===== src/dfc_pkg.sv =====
// Package for the dual-bank flash bus controller: timing, pin bundle, commands
package dfc_pkg;

	// Clock rate
	localparam int CLK_PERIOD_NS = 10;

	// Pin timing figures in ns (plain defaults, device part not fixed here)
	localparam int ACCESS_NS          = 90;   // Address access time
	localparam int SELECT_ACCESS_NS   = 90;   // Select access time
	localparam int WRITE_PULSE_NS     = 35;   // Write strobe low time
	localparam int WRITE_HIGH_NS      = 30;   // Write strobe high time
	localparam int CLEAR_PULSE_MIN_NS = 500;  // Clear pulse least width
	localparam int CLEAR_RECOVERY_NS  = 50;   // Clear release recovery
	localparam int SLEEP_EXTRA_NS     = 30;   // Added to access time for sleep entry

	// Least times round up to whole cycles
	function automatic int cyc_up(input int ns);
		int c;
		c = (ns + CLK_PERIOD_NS - 1) / CLK_PERIOD_NS;
		return (c < 1) ? 1 : c;
	endfunction : cyc_up

	localparam int ACCESS_CYC   = cyc_up(ACCESS_NS);
	localparam int SELECT_CYC   = cyc_up(SELECT_ACCESS_NS);
	localparam int WPULSE_CYC   = cyc_up(WRITE_PULSE_NS);
	localparam int WHIGH_CYC    = cyc_up(WRITE_HIGH_NS);
	localparam int CLEAR_CYC    = cyc_up(CLEAR_PULSE_MIN_NS);
	localparam int RECOVERY_CYC = cyc_up(CLEAR_RECOVERY_NS);
	localparam int SLEEP_CYC    = cyc_up(ACCESS_NS + SLEEP_EXTRA_NS);

	localparam int CNT_W = 8;
	localparam logic [CNT_W-1:0] CNT_ZERO = 8'h00;
	localparam int ADDR_W = 22;
	localparam int DATA_W = 16;

	// Host operations
	typedef enum logic [2:0] {
		DFC_OP_READ  = 3'h0,
		DFC_OP_WRITE = 3'h1,
		DFC_OP_CLEAR = 3'h2
	} dfc_op_e;

	// Request from the user side
	typedef struct packed {
		dfc_op_e             op;
		logic [ADDR_W-1:0]   addr;
		logic [DATA_W-1:0]   wdata;
		logic                byte_mode;
		logic                accel;
	} dfc_req_s;

	// Control pins toward the flash, active low where named so
	typedef struct packed {
		logic select_n;
		logic gate_n;
		logic write_n;
		logic clear_n;
		logic width_word;
	} dfc_ctl_s;

	// Sequencer states
	typedef enum logic [5:0] {
		DFC_ST_IDLE   = 6'b000001,
		DFC_ST_RD     = 6'b000010,
		DFC_ST_WLOW   = 6'b000100,
		DFC_ST_WHIGH  = 6'b001000,
		DFC_ST_CLR    = 6'b010000,
		DFC_ST_RECOV  = 6'b100000
	} dfc_state_e;

endpackage : dfc_pkg


===== src/dfc_host.sv =====
// Host-side bus controller that drives a dual-bank asynchronous flash
module dfc_host
	import dfc_pkg::*;
(
	input  wire logic              ref_clk,
	input  wire logic              rst_n,
	input  wire dfc_req_s          req,
	input  wire logic              req_valid,
	output logic                   req_ready,
	output logic [DATA_W-1:0]      rdata,
	output logic                   rdata_valid,
	output logic                   clear_redo,
	output dfc_ctl_s               ctl,
	output logic                   accel_level,
	output logic [ADDR_W-1:0]      flash_addr,
	output logic [DATA_W-1:0]      dq_out,
	output logic                   dq_oe_n,
	input  wire logic [DATA_W-1:0] dq_in,
	input  wire logic              done_flag
);

	dfc_state_e       state;
	logic [CNT_W-1:0] cnt;
	logic [DATA_W-1:0] dq_s1, dq_s2;
	logic             done_s1, done_s2;
	logic             busy_seen;

	// Two synchroniser flops delay the data and done pins before the sequencer sees them
	localparam logic [CNT_W-1:0] SYNC_EXTRA = 8'h02;

	// Pins from the flash pass two flops before use
	always_ff @(posedge ref_clk or negedge rst_n) begin
		if (!rst_n) begin
			dq_s1   <= 16'h0000;
			dq_s2   <= 16'h0000;
			done_s1 <= 1'h1;
			done_s2 <= 1'h1;
		end else begin
			dq_s1   <= dq_in;
			dq_s2   <= dq_s1;
			done_s1 <= done_flag;
			done_s2 <= done_s1;
		end
	end

	// Cycle counter loaded on each timed state entry
	function automatic logic [CNT_W-1:0] ld(input int c);
		return CNT_W'(c - 1);
	endfunction : ld

	// Sequencer; counter zero marks end of each timed phase
	always_ff @(posedge ref_clk or negedge rst_n) begin
		if (!rst_n) begin
			state <= DFC_ST_IDLE;
			cnt   <= CNT_ZERO;
		end else begin
			case (state)
				DFC_ST_IDLE: begin
					if (req_valid) begin
						case (req.op)
							DFC_OP_READ: begin
								state <= DFC_ST_RD;
								cnt   <= ld((SELECT_CYC > ACCESS_CYC) ? SELECT_CYC : ACCESS_CYC) + SYNC_EXTRA;
							end
							DFC_OP_WRITE: begin
								state <= DFC_ST_WLOW;
								cnt   <= ld(WPULSE_CYC);
							end
							default: begin
								state <= DFC_ST_CLR;
								cnt   <= ld(CLEAR_CYC);
							end
						endcase
					end
				end
				DFC_ST_RD: begin
					if (cnt == CNT_ZERO) state <= DFC_ST_IDLE;
					else cnt <= cnt - CNT_W'(1);
				end
				DFC_ST_WLOW: begin
					if (cnt == CNT_ZERO) begin
						state <= DFC_ST_WHIGH;
						cnt   <= ld(WHIGH_CYC);
					end else cnt <= cnt - CNT_W'(1);
				end
				DFC_ST_WHIGH: begin
					if (cnt == CNT_ZERO) state <= DFC_ST_IDLE;
					else cnt <= cnt - CNT_W'(1);
				end
				DFC_ST_CLR: begin
					if (cnt == CNT_ZERO) begin
						state <= DFC_ST_RECOV;
						cnt   <= ld(RECOVERY_CYC) + SYNC_EXTRA;
					end else cnt <= cnt - CNT_W'(1);
				end
				DFC_ST_RECOV: begin
					if (cnt != CNT_ZERO) cnt <= cnt - CNT_W'(1);
					else if (done_s2) state <= DFC_ST_IDLE;
				end
				default: begin
					state <= DFC_ST_IDLE;
					cnt   <= CNT_ZERO;
				end
			endcase
		end
	end

	// Pin drive follows the next state so pins come straight from flops
	always_ff @(posedge ref_clk or negedge rst_n) begin
		if (!rst_n) begin
			ctl         <= '{select_n: 1'h1, gate_n: 1'h1, write_n: 1'h1, clear_n: 1'h1, width_word: 1'h1};
			dq_oe_n     <= 1'h1;
			dq_out      <= 16'h0000;
			flash_addr  <= '0;
			accel_level <= 1'h0;
		end else if (state == DFC_ST_IDLE && req_valid) begin
			flash_addr       <= req.addr;
			ctl.width_word   <= !req.byte_mode;
			case (req.op)
				DFC_OP_READ: begin
					ctl.select_n <= 1'h0;
					ctl.gate_n   <= 1'h0;
				end
				DFC_OP_WRITE: begin
					ctl.select_n <= 1'h0;
					ctl.gate_n   <= 1'h1;
					ctl.write_n  <= 1'h0;
					dq_out       <= req.wdata;
					dq_oe_n      <= 1'h0;
					accel_level  <= req.accel;
				end
				default: begin
					ctl.clear_n  <= 1'h0;
					ctl.select_n <= 1'h1;
					ctl.gate_n   <= 1'h1;
				end
			endcase
		end else if (state == DFC_ST_WLOW && cnt == CNT_ZERO) begin
			ctl.write_n <= 1'h1;       // Data held through the high phase
		end else if (state == DFC_ST_CLR && cnt == CNT_ZERO) begin
			ctl.clear_n <= 1'h1;
		end else if ((state == DFC_ST_RD || state == DFC_ST_WHIGH) && cnt == CNT_ZERO) begin
			ctl.select_n <= 1'h1;
			ctl.gate_n   <= 1'h1;
			dq_oe_n      <= 1'h1;
			accel_level  <= 1'h0;
		end
	end

	// Read data capture, ready and clear reporting
	always_ff @(posedge ref_clk or negedge rst_n) begin
		if (!rst_n) begin
			rdata       <= 16'h0000;
			rdata_valid <= 1'h0;
			req_ready   <= 1'h0;
			clear_redo  <= 1'h0;
			busy_seen   <= 1'h0;
		end else begin
			rdata_valid <= (state == DFC_ST_RD) && (cnt == CNT_ZERO);
			if (state == DFC_ST_RD && cnt == CNT_ZERO) rdata <= dq_s2;
			req_ready   <= (state == DFC_ST_IDLE) && !req_valid ? 1'h1 : 1'h0;
			if (state == DFC_ST_IDLE) busy_seen <= !done_s2;
			clear_redo  <= (state == DFC_ST_CLR) && (cnt == CNT_ZERO) && busy_seen;
		end
	end

	property p_clear_width;
		@(posedge ref_clk) disable iff (!rst_n)
		$fell(ctl.clear_n) |-> !ctl.clear_n [*8];
	endproperty
	a_clear_width: assert property (p_clear_width) else $error("clear pulse too short");

	property p_write_levels;
		@(posedge ref_clk) disable iff (!rst_n)
		!ctl.write_n |-> (!ctl.select_n && ctl.gate_n);
	endproperty
	a_write_levels: assert property (p_write_levels) else $error("write strobe without select or with gate");

	property p_read_wait;
		@(posedge ref_clk) disable iff (!rst_n)
		$fell(ctl.gate_n) |-> !rdata_valid [*8];
	endproperty
	a_read_wait: assert property (p_read_wait) else $error("read data taken too early");

	property p_accel_write;
		@(posedge ref_clk) disable iff (!rst_n)
		accel_level |-> (ctl.gate_n && !ctl.select_n);
	endproperty
	a_accel_write: assert property (p_accel_write) else $error("acceleration outside program");

	property p_bus_release;
		@(posedge ref_clk) disable iff (!rst_n)
		ctl.select_n |-> dq_oe_n;
	endproperty
	a_bus_release: assert property (p_bus_release) else $error("data driven while deselected");

	property p_recovery;
		@(posedge ref_clk) disable iff (!rst_n)
		$rose(ctl.clear_n) |-> ctl.select_n [*5];
	endproperty
	a_recovery: assert property (p_recovery) else $error("access before clear recovery");

	property p_width_stable;
		@(posedge ref_clk) disable iff (!rst_n)
		(!ctl.write_n && !$past(ctl.write_n)) |-> $stable(ctl.width_word);
	endproperty
	a_width_stable: assert property (p_width_stable) else $error("width select changed during write");

	property p_idle_standby;
		@(posedge ref_clk) disable iff (!rst_n)
		(state == DFC_ST_IDLE && $past(state) == DFC_ST_IDLE) |-> (ctl.select_n && ctl.clear_n);
	endproperty
	a_idle_standby: assert property (p_idle_standby) else $error("idle without standby levels");

endmodule : dfc_host


===== config.mk =====
export PLATFORM = sky130hd
export DESIGN_NAME = dfc_host
export DESIGN_NICKNAME = d
export VERILOG_FILES = /design/src/dfc_pkg.sv /design/src/dfc_host.sv
export SDC_FILE = /design/constraint.sdc
export NUM_CORES = 1
export LEC_CHECK = 0
export BUFFER_PORTS_ARGS = -buffer_cell sky130_fd_sc_hd__clkbuf_2
export CAP_MARGIN = 5
export CORE_MARGIN = 5
export CORE_UTILIZATION = 46
export DETAILED_ROUTE_END_ITERATION = 10
export GPL_TIMING_DRIVEN = 0
export PLACE_DENSITY = 0.75
export REMOVE_ABC_BUFFERS = 1
export SYNTH_ARGS = -nofsm -noshare
export SYNTH_HDL_FRONTEND = slang
export SYNTH_SLANG_ARGS = --single-unit

===== constraint.sdc =====
create_clock -name ref_clk -period 2.3 [get_ports ref_clk]
set_input_delay 0.115 -clock ref_clk [delete_from_list [all_inputs] [get_ports ref_clk]]
set_output_delay 0.115 -clock ref_clk [all_outputs]
set_load 0.1 [all_outputs]

; ---- After elaboration in Yosys (flattened, before gate mapping)
; Cells that the tools add are included.
[word_totals]
register_bits = 113
in_bits = 63
out_inout_bits = 64
wordCells = 101
[op_classes]
n_eq_ne = 19
add_sub_neg = 1
mux = 35
reduce_logical = 26
[op_table]
columns = op, count
row1 = $mux W8, 5
row2 = $pmux W8 S5, 1
row3 = $mux W6, 6
row4 = $pmux W6 S5, 1
row5 = $ne A2 B2 Y1 const B, 10
row6 = $mux W1, 15
row7 = $pmux W6 S2, 1
row8 = $pmux W5 S2, 1
row9 = $reduce_and A3 Y1, 3
row10 = $logic_not A8 Y1, 1
row11 = $reduce_bool A8 Y1, 1
row12 = $sub A8 B1 Y8 const B, 1
row13 = $logic_and A1 B1 Y1, 7
row14 = $eq A6 B1 Y1 const B, 1
row15 = $eq A6 B2 Y1 const B, 1
row16 = $eq A6 B3 Y1 const B, 1
row17 = $eq A6 B4 Y1 const B, 1
row18 = $eq A6 B5 Y1 const B, 1
row19 = $eq A6 B6 Y1 const B, 1
row20 = $mux W2, 3
row21 = $reduce_and A6 Y1, 1
row22 = $reduce_bool A2 Y1, 3
row23 = $mux W4, 1
row24 = $ne A2 B1 Y1 const B, 2
row25 = 8 further kinds, 12

; ---- Longest topological paths before layout
; Gate-level depths: netlist of run 1.
[logic_depth]
depth_word = 7
ltp_mapped = 8
mapped_depth_nobuf = 7

; ---- Worst setup path before layout of run 1
; No wires, ideal clock.
[synth_timing]
kind = register to register
start = register cnt[0]
end = register rdata[10]
required_time_ns = 2.174
synth_period_minus_slack_ns = 2.260
t_arrival_ns = 2.134
slack_ns = 0.040
path_stages_with_launch = 9
cell_sequence = dfrtp_1 > inv_1 > ha_1 > or3b_1 > or3_1 > buf_4 > nor2_8 > buf_12 > mux2_4
[synth_via]
elab_chain_len = 2
[synth_lines]
columns = item, line
row1 = start: declaration, dfc_host.sv:23  ; logic [CNT_W-1:0] cnt;
row2 = start signal: assignment, dfc_host.sv:63  ; cnt <= ld((SELECT_CYC > ACCESS_CYC) ? SELECT_CYC : ACCESS_CYC) + SYNC_EXTRA;
row3 = start signal: assignment, dfc_host.sv:67  ; cnt <= ld(WPULSE_CYC);
row4 = start signal: assignment, dfc_host.sv:71  ; cnt <= ld(CLEAR_CYC);
row5 = $logic_not A8 Y1, dfc_host.sv:160  ; if (state == DFC_ST_RD && cnt == CNT_ZERO) rdata <= dq_s2;
row6 = $logic_and A1 B1 Y1, dfc_host.sv:160
row7 = end signal: assignment, dfc_host.sv:160
row8 = end: declaration, dfc_host.sv:10  ; output logic [DATA_W-1:0] rdata,
; No other way between the ends.
; A chain may end at the register's enable or synchronous reset.

; ---- Worst setup path in the final report of run 1
[layout_timing]
start = register cnt[0]
end = register rdata[11]
; Same word-level chain as after synthesis.

==> results of run 1 <==
[per-stage QoR]
step                hold WS, ps  cells  utilization [%]  TNS, ps
CTS                        39.9    687             68.2        0
global route                116    690             69.3     -782
floorplan                  -181    335                -    -8940
detailed placement          205    590             54.7   -27100
finish                     67.6    690             69.3    -20.8
global placement            206    590             54.6   -60040
[flip-flops by register name, indices dropped and copies added (netlist names)]
register and flops:
accel_level 1, busy_seen 1, clear_redo 1, cnt 8, ctl 5, done_s1 1
done_s2 1, dq_oe_n 1, dq_out 16, dq_s1 16, dq_s2 16, flash_addr 22
rdata 16, rdata_valid 1, req_ready 1, state 6
[routing by layer]
| metal | part of all wire (%) | vias up |
|---|---|---|
| met1 | 39 | 1710 |
| met4 | 1.7 | 0 |
| li1 | - | 1601 |
| met2 | 51 | 165 |
| met3 | 8.4 | 23 |
| met5 | 0 | - |
[worst min-delay path, cell delays in order]
cell,delay (ps)
clkbuf_2,90
nor2_1,150
o22ai_1,150
[kinds of logic (layout without fill, tap and decap cells)]
family	after synthesis	after routing	share of synthesized area, %
AND/OR/NAND/NOR	128	129	14.2
flip-flops	113	113	65.3
AO/OA/AOI/OAI	47	47	7.25
multiplexers	33	33	9.30
buffers and inverters	23	234	2.88
XOR/XNOR	4	4	0.806
adder cells (fa/ha/maj)	1	1	0.288
[final timing paths]
path | slack (ps) | cells past startpoint | to
min in group asynchronous | 260 | 2 | dq_out[14]
worst min-delay path | 70 | 3 | state[4]
worst min register to register | 350 | 0 | dq_s2[5]
max in group asynchronous | 1390 | 2 | state[5]
worst max-delay path | -8 | 7 | rdata[11]
worst max register to register | -8 | 7 | rdata[11]
[Yosys cell counts (2+ instances only)]
cell type  count
nand2b_1       3
nor4_1         2
a21oi_1        9
nor3_1         7
nand2_1       76
clkbuf_1       7
nor2_1        13
buf_2          3
or3_1          3
and2_1         2
xor2_1         3
nor4b_1        3
o21ai_0       15
o21ai_1        2
mux2_2        23
nand3b_1       2
inv_1          9
buf_6          2
dfstp_2        9
nand4b_1       2
o22ai_1        6
nand3_1        6
dfrtp_1      104
mux2_4         9
[layout make-up]
type / instances / area (um2)
Clock buffer: 18 / 428
Clock inverter: 14 / 120
Fill cell: 638 / 2840
Inverter: 9 / 33.8
Multi-Input combinational cell: 214 / 1480
Sequential cell: 113 / 2840
Tap cell: 129 / 161
Timing Repair Buffer: 193 / 1340
[what timing repair did]
item	4_1_cts	5_1_grt
endpoints found under the setup margin	47	23
pin swaps	3	3
hold buffers	61	0
gates resized for setup	12	13
cloned	1	2
endpoints found under the hold margin	164	0
buffers inserted	3	1
==> impl_metrics.ini, run 1 <==
[drt]
drt-pass1-iter-count = 4
drc = 0
vias_per_cell = 5.07
vias = 3499
routed_wl_um = 11700
ant_nets = 0
drt_iter0_drc = 142
detail_route.wl_per_cell_um = 16.9

[synth]
synthesis.area_um2 = 4350
syn_avg_cell_area_um2 = 12.5
ys_ff_latch = 113
synth_edf_count = 0
synth.distinct_cells = 53
yosysWarnings = 0
synth.area.top_cells = dfrtp_1 60%, nand2_1 6.6%, mux2_2 6.0%
netlist_instances = 349
yosysTopAreaCell = dfrtp_1
seq_area_frac_synth_pct = 65.3
synth-async-reset-ratio_pct = 100
ys.flop_type = dfrtp_1
synth_top_cell_area_share_pct = 59.9

[worst_setup_path]
cp.required_ps = 2690
worstSetupStartpoint = cnt[0]
startpoint_type = register
crit_fanout = 8
endpoint_kind = register
worstPathArrival_ps = 2690
path_delay_family = simple AND/OR/NAND/NOR gates
cpPeakStageDelay_ps = 470
slowest_stage = or3_4
path_cells = inv_2, ha_4, or3b_4, or3_4, nor2_8, clkbuf_16, mux2_4
regToRegStartpoint = cnt[0]
critical_path_class = reg2reg
path_buf_inv = 2

[sta]
period_share_pct = 100
grt_setup_unrepaired = true
layout_setup_ws_ps = -7.53
fin_crit_ps = 2310
maxSlewViolCount = 0
clock_skew_ps = 11.7
slew_headroom_pct = 32.8
hold_violations = 0
max_freq_mhz = 433
finalSetupViolations = 3
worst_pin_slew_ps = 1000

[global_routing]
gr-usage-met2_pct = 35.9
grt_max_degree = 114
busiest_layer = met2
overflow = 0
antenna_found_initial = 0
grtUsageMet1_pct = 24.5
track_usage_pct = 21.3
grt_pass1_wl_um = 18900
met3_usage_pct = 7.77
grt_pass1_vias = 3829

[worst_hold_path]
min_path_type = in2reg
holdCritStartpoint = req[41]

[placed_design]
post-place-ws_ps = -1100
place_area_um2 = 5060
gp_congestion = 0.816
io_buffers = 126
hpwl_um = 6570

[cts]
cts_root_buf = clkbuf_8
numCtsBuffers = 17
htreeDepth = 4
clock_path_buffers = 2
cts_sinks = 113
clk_latency_ps = 510
tritoncts = done
clkTransAtPathRegs_ps = 60

[flow_run]
drv_cap = 0

[floorplan]
die_area_um2 = 11500
rows = 35
die_x_um = 107
dieHeight_um = 107
core_area_um2 = 9240
ios = 127
start_util_pct = 47.1

[layout]
fin_area_um2 = 6400
nNetsFinal = 612
syn_to_final_growth_pct = 47.3
mostFrequentLayoutCells = 125 x clkbuf_2, 100 x dfrtp_1, 75 x nand2_1, 61 x dlygate4sd3_1, 18 x clkbuf_16
drive_gt1_share_pct = 40.6
antennaDiodeCount = 0
final_common_cell = clkbuf_2

[run_status]
status = finished with violations
violations = setup timing
Power of run 1 is not shown: default switching activity piles up to over one toggle a cycle in this logic, so the estimate is an artifact.
==> inputs of run 2 (changes only) <==
--- a/config.mk
+++ b/config.mk
@@ -11,8 +11,9 @@
 export CORE_UTILIZATION = 46
 export DETAILED_ROUTE_END_ITERATION = 10
 export GPL_TIMING_DRIVEN = 0
-export PLACE_DENSITY = 0.75
+export PLACE_DENSITY = 0.85
 export REMOVE_ABC_BUFFERS = 1
+export SETUP_SLACK_MARGIN = 0.15
 export SYNTH_ARGS = -nofsm -noshare
 export SYNTH_HDL_FRONTEND = slang
 export SYNTH_SLANG_ARGS = --single-unit
==> run 2 against run 1 <==
Compared with the run above: the flow now finishes without violations; maximum frequency increased by 1.2%; clock skew decreased by 4.3 ps; routed wire length is 5.6% higher; cell count grew 3.5%; flip-flop and latch count did not move; register-to-register slack better by 30 ps; final area rose by 4.5%; die area unchanged; non-clock buffer count grew 22; sequential share of layout area decreased by 1.9 points; critical endpoint is now cnt[5].
==> impl_metrics.ini, run 2 (synthesis results as in run 1) <==
[floorplan]
start_util_pct = 47.1
ios = 127
die_x_um = 107
core_area_um2 = 9240
dieHeight_um = 107
rows = 35
die_area_um2 = 11500

[drt]
vias = 3626
drt_iter0_drc = 206
vias_per_cell = 5.08
routed_wl_um = 12300
drc = 0
drt-pass1-iter-count = 5
detail_route.wl_per_cell_um = 17.3
ant_nets = 0

[flow_run]
drv_cap = 0

[global_routing]
grt_pass1_wl_um = 19200
overflow = 0
grt_max_degree = 114
track_usage_pct = 21.8
grt_pass1_vias = 3884
antenna_found_initial = 0

[cts]
clock_path_buffers = 2
clkTransAtPathRegs_ps = 60
cts_root_buf = clkbuf_8
clk_latency_ps = 500
numCtsBuffers = 17
cts_sinks = 113
tritoncts = done
htreeDepth = 4

[layout]
final_util_pct = 72.4
final_common_cell = clkbuf_2
largest_register_ffs = 22
antennaDiodeCount = 0
syn_to_final_growth_pct = 53.9
mostFrequentLayoutCells = 125 x clkbuf_2, 100 x dfrtp_1, 75 x nand2_1, 61 x dlygate4sd3_1, 21 x buf_4
top_register = flash_addr
nNetsFinal = 636
drive_gt1_share_pct = 43.9

[worst_setup_path]
slowest_stage = or4_4
cpPeakStageDelay_ps = 570
endpoint_kind = register
worstPathArrival_ps = 2690
crit_fanout = 6
path_cells = or4_4, or3b_4, buf_6, a31oi_4, a21oi_2, o22ai_1
startpoint_type = register
critical_path_class = reg2reg
cp.required_ps = 2710

[sta]
period_share_pct = 99.1
fin_crit_ps = 2280
hold_violations = 0
finalSetupViolations = 0
maxSlewViolCount = 0
grt_setup_unrepaired = true
clock_skew_ps = 7.40
worst_pin_slew_ps = 1060
max_freq_mhz = 439
timing.setup.tns_ps = 0
slew_headroom_pct = 29.0

[run_status]
status = finished clean

[placed_design]
gp_congestion = 0.802
hpwl_um = 6550
io_buffers = 126

[worst_hold_path]
min_path_type = in2reg
[run 2: cell types whose count changed in the layout (fill, tap and decap cells not counted), sizes merged]
cell	delta
clkinv	-3
clkbuf	-3
nand3	+2
buf	+24
inv	+3
bufinv	+1
[run 2: path summary, 6_finish.rpt]
| path | startpoint | endpoint | slack, ps | cells past startpoint |
|---|---|---|---|---|
| min in group asynchronous | rst_n | rdata[4] | 290 | 2 |
| worst max-delay path | state[5] | cnt[5] | 20 | 6 |
| max in group asynchronous | rst_n | state[4] | 1340 | 2 |
| worst min register to register | dq_s1[15] | dq_s2[15] | 350 | 0 |
| worst max register to register | state[5] | cnt[5] | 20 | 6 |
| worst min-delay path | req[41] | cnt[0] | 80 | 5 |
[run 2: layout make-up]
type / instances / area (um2)
Multi-Input combinational cell: 216 / 1550
Timing Repair Buffer: 215 / 1530
Clock inverter: 15 / 161
Tap cell: 129 / 161
Fill cell: 573 / 2550
Clock buffer: 17 / 414
Sequential cell: 113 / 2840
Inverter: 9 / 33.8
[run 2: worst max-delay path: cells and delay by family (launching register included)]
kind	cells	cell delay (ps)
buffers and inverters	1	140
AO/OA/AOI/OAI	3	630
AND/OR/NAND/NOR	2	1010
flip-flops	1	410
[run 2: repair_timing]
action	4_1_cts	5_1_grt
cloned	3	2
setup endpoints to repair	76	45
pin swaps	9	11
resized for setup	26	19
hold buffers	61	0
setup buffers	18	8
endpoints found under the hold margin	164	0
[run 2: through the flow]
step / std cells / hold WS (ps) / setup slack (ps) / instance area (um2)
6_report: 714 / 81.5 / 19.7 / 6690
3_5_place_dp: 590 / 204 / -1300 / 5060
5_1_grt: 714 / 80.5 / -3.00 / 6690
4_1_cts: 704 / 33.3 / 62.2 / 6540
3_3_place_gp: 590 / 205 / -1190 / 5050
2_1_floorplan: 335 / -181 / -473 / 4260
[run 2: layer usage]
metal  track usage (%)  vias to the layer above  wire, um
met2              39.2                      168      6480
met3              6.80                       29       898
li1                  -                     1647         -
met4              9.04                        0       377
met5                 0                        -         0
met1              23.5                     1782      4560
Power of run 2 is left out for the same reason.
==> inputs of run 3 (changes only) <==
--- a/config.mk
+++ b/config.mk
@@ -8,10 +8,10 @@
 export BUFFER_PORTS_ARGS = -buffer_cell sky130_fd_sc_hd__clkbuf_2
 export CAP_MARGIN = 5
 export CORE_MARGIN = 5
-export CORE_UTILIZATION = 46
+export CORE_UTILIZATION = 55
 export DETAILED_ROUTE_END_ITERATION = 10
 export GPL_TIMING_DRIVEN = 0
-export PLACE_DENSITY = 0.85
+export PLACE_DENSITY = 0.94
 export REMOVE_ABC_BUFFERS = 1
 export SETUP_SLACK_MARGIN = 0.15
 export SYNTH_ARGS = -nofsm -noshare
==> constraint.sdc (replaced) <==
create_clock -name ref_clk -period 2.8 [get_ports ref_clk]
set_input_delay 0.14 -clock ref_clk [delete_from_list [all_inputs] [get_ports ref_clk]]
set_output_delay 0.14 -clock ref_clk [all_outputs]
set_load 0.1 [all_outputs]
==> run 3 against run 2 <==
Compared with the run above: global-route usage rose by 11 points; setup slack improved by 150 ps; die area fell by 15%; critical path depth fell by 1; count of clock-buffer cells in the layout did not move; critical path type unchanged; largest cell class unchanged.
==> impl_metrics.ini, run 3 (synthesis results as in run 1) <==
[placed_design]
place_area_um2 = 5020
hpwl_um = 6700
gp_congestion = 0.853
post-place-ws_ps = -651
io_buffers = 126

[sta]
period_share_pct = 93.9
fin_crit_ps = 2630
max_freq_mhz = 380
worst_pin_slew_ps = 1040
finalSetupViolations = 0
maxSlewViolCount = 0
holdWs_ps = 97.2
grt_setup_unrepaired = false
layout_setup_ws_ps = 170
clock_skew_ps = 9.06
slew_headroom_pct = 29.7
hold_violations = 0

[cts]
numCtsBuffers = 17
clk_latency_ps = 520
tritoncts = done
cts_sinks = 113
clock_path_buffers = 2
htreeDepth = 4
cts_root_buf = clkbuf_8
clkTransAtPathRegs_ps = 60

[floorplan]
die_x_um = 98.9
start_util_pct = 56.3
ios = 127
core_area_um2 = 7730
rows = 32
die_area_um2 = 9780
dieHeight_um = 98.9

[layout]
syn_to_final_growth_pct = 44.4
drive_gt1_share_pct = 38.8
fin_area_um2 = 6280
mostFrequentLayoutCells = 125 x clkbuf_2, 104 x dfrtp_1, 75 x nand2_1, 60 x dlygate4sd3_1, 23 x mux2_2
nNetsFinal = 608
final_common_cell = clkbuf_2
final_util_pct = 81.2
fill_cells = 359
largest_register_ffs = 22
top_register = flash_addr

[drt]
vias_per_cell = 6.02
routed_wl_um = 15200
ant_nets = 0
detail_route.wl_per_cell_um = 23.0
drt_iter0_drc = 450
vias = 3970
drc = 0
drt-pass1-iter-count = 6

[worst_setup_path]
critical_path_class = reg2reg
path_cells = or4_4, or2_0, o22ai_4, nand2b_1, o21ai_0
startpoint_type = register
path_delay_family = simple AND/OR/NAND/NOR gates
regToRegSetupSlack_ps = 170
worstPathArrival_ps = 3000
endpoint_kind = register
cp.required_ps = 3170
slowest_stage = or4_4
crit_fanout = 10
path_buf_inv = 0
cpPeakStageDelay_ps = 670

[global_routing]
grt_pass1_vias = 4329
antenna_found_initial = 1
overflow = 0
track_usage_pct = 32.3
grt_pass1_wl_um = 23900
grt_max_degree = 114

[worst_hold_path]
min_path_type = in2reg

[run_status]
status = finished clean

[flow_run]
drv_cap = 0
-- run 3: cell types whose count changed in the layout (fill, tap and decap cells not counted), sizes merged --
cell         delta
clkinv          +4
dlygate4sd3     -1
diode           +1
buf            -25
nand3           -2
inv             -4
-- run 3: cell type report --
type,instances,area [um2],share of cell area [%]
Sequential cell,113,2840,45.2
Multi-Input combinational cell,214,1430,22.7
Timing Repair Buffer,189,1290,20.5
Clock buffer,17,414,6.60
Clock inverter,15,148,2.35
Tap cell,102,128,2.03
Inverter,9,33.8,0.538
Antenna cell,1,2.50,0.0399
-- run 3: per-stage QoR --
| step | std cells | setup TNS [ps] |
|---|---|---|
| 3_5_place_dp | 563 | -11990 |
| 3_3_place_gp | 563 | -11840 |
| 4_1_cts | 658 | 0 |
| 2_1_floorplan | 335 | 0 |
| 5_1_grt | 660 | 0 |
| 6_report | 660 | 0 |
-- run 3: what timing repair did --
action,4_1_cts,5_1_grt
hold endpoints to repair,164,0
endpoints found under the setup margin,27,46
gates resized for setup,2,4
buffers inserted,2,1
hold buffers,60,0
pin swaps,2,1
cloned,1,0
-- run 3: worst paths after layout --
kind	from	end	cells past startpoint
max in group asynchronous	rst_n	flash_addr[16]	2
min in group asynchronous	rst_n	dq_s1[4]	2
setup reg to reg	state[3]	cnt[1]	5
hold reg to reg	dq_s1[2]	dq_s2[2]	0
hold / removal	req[41]	state[4]	3
setup / recovery	state[3]	cnt[1]	5
-- run 3: worst reg2reg max path, stage by stage (launching register included) --
cell and delay [ps]:
dfrtp_1 550, or4_4 670, or2_0 480, o22ai_4 360, nand2b_1 280, o21ai_0 150
-- run 3: layer usage --
metal | GRT usage, % | share of wire [%] | vias up
li1 | - | - | 1599
met4 | 18.9 | 5.6 | 0
met5 | 0 | 0 | -
met3 | 9.98 | 9.5 | 93
met2 | 55.2 | 53 | 355
met1 | 35.4 | 32 | 1923
Power of run 3 is left out for the same reason.
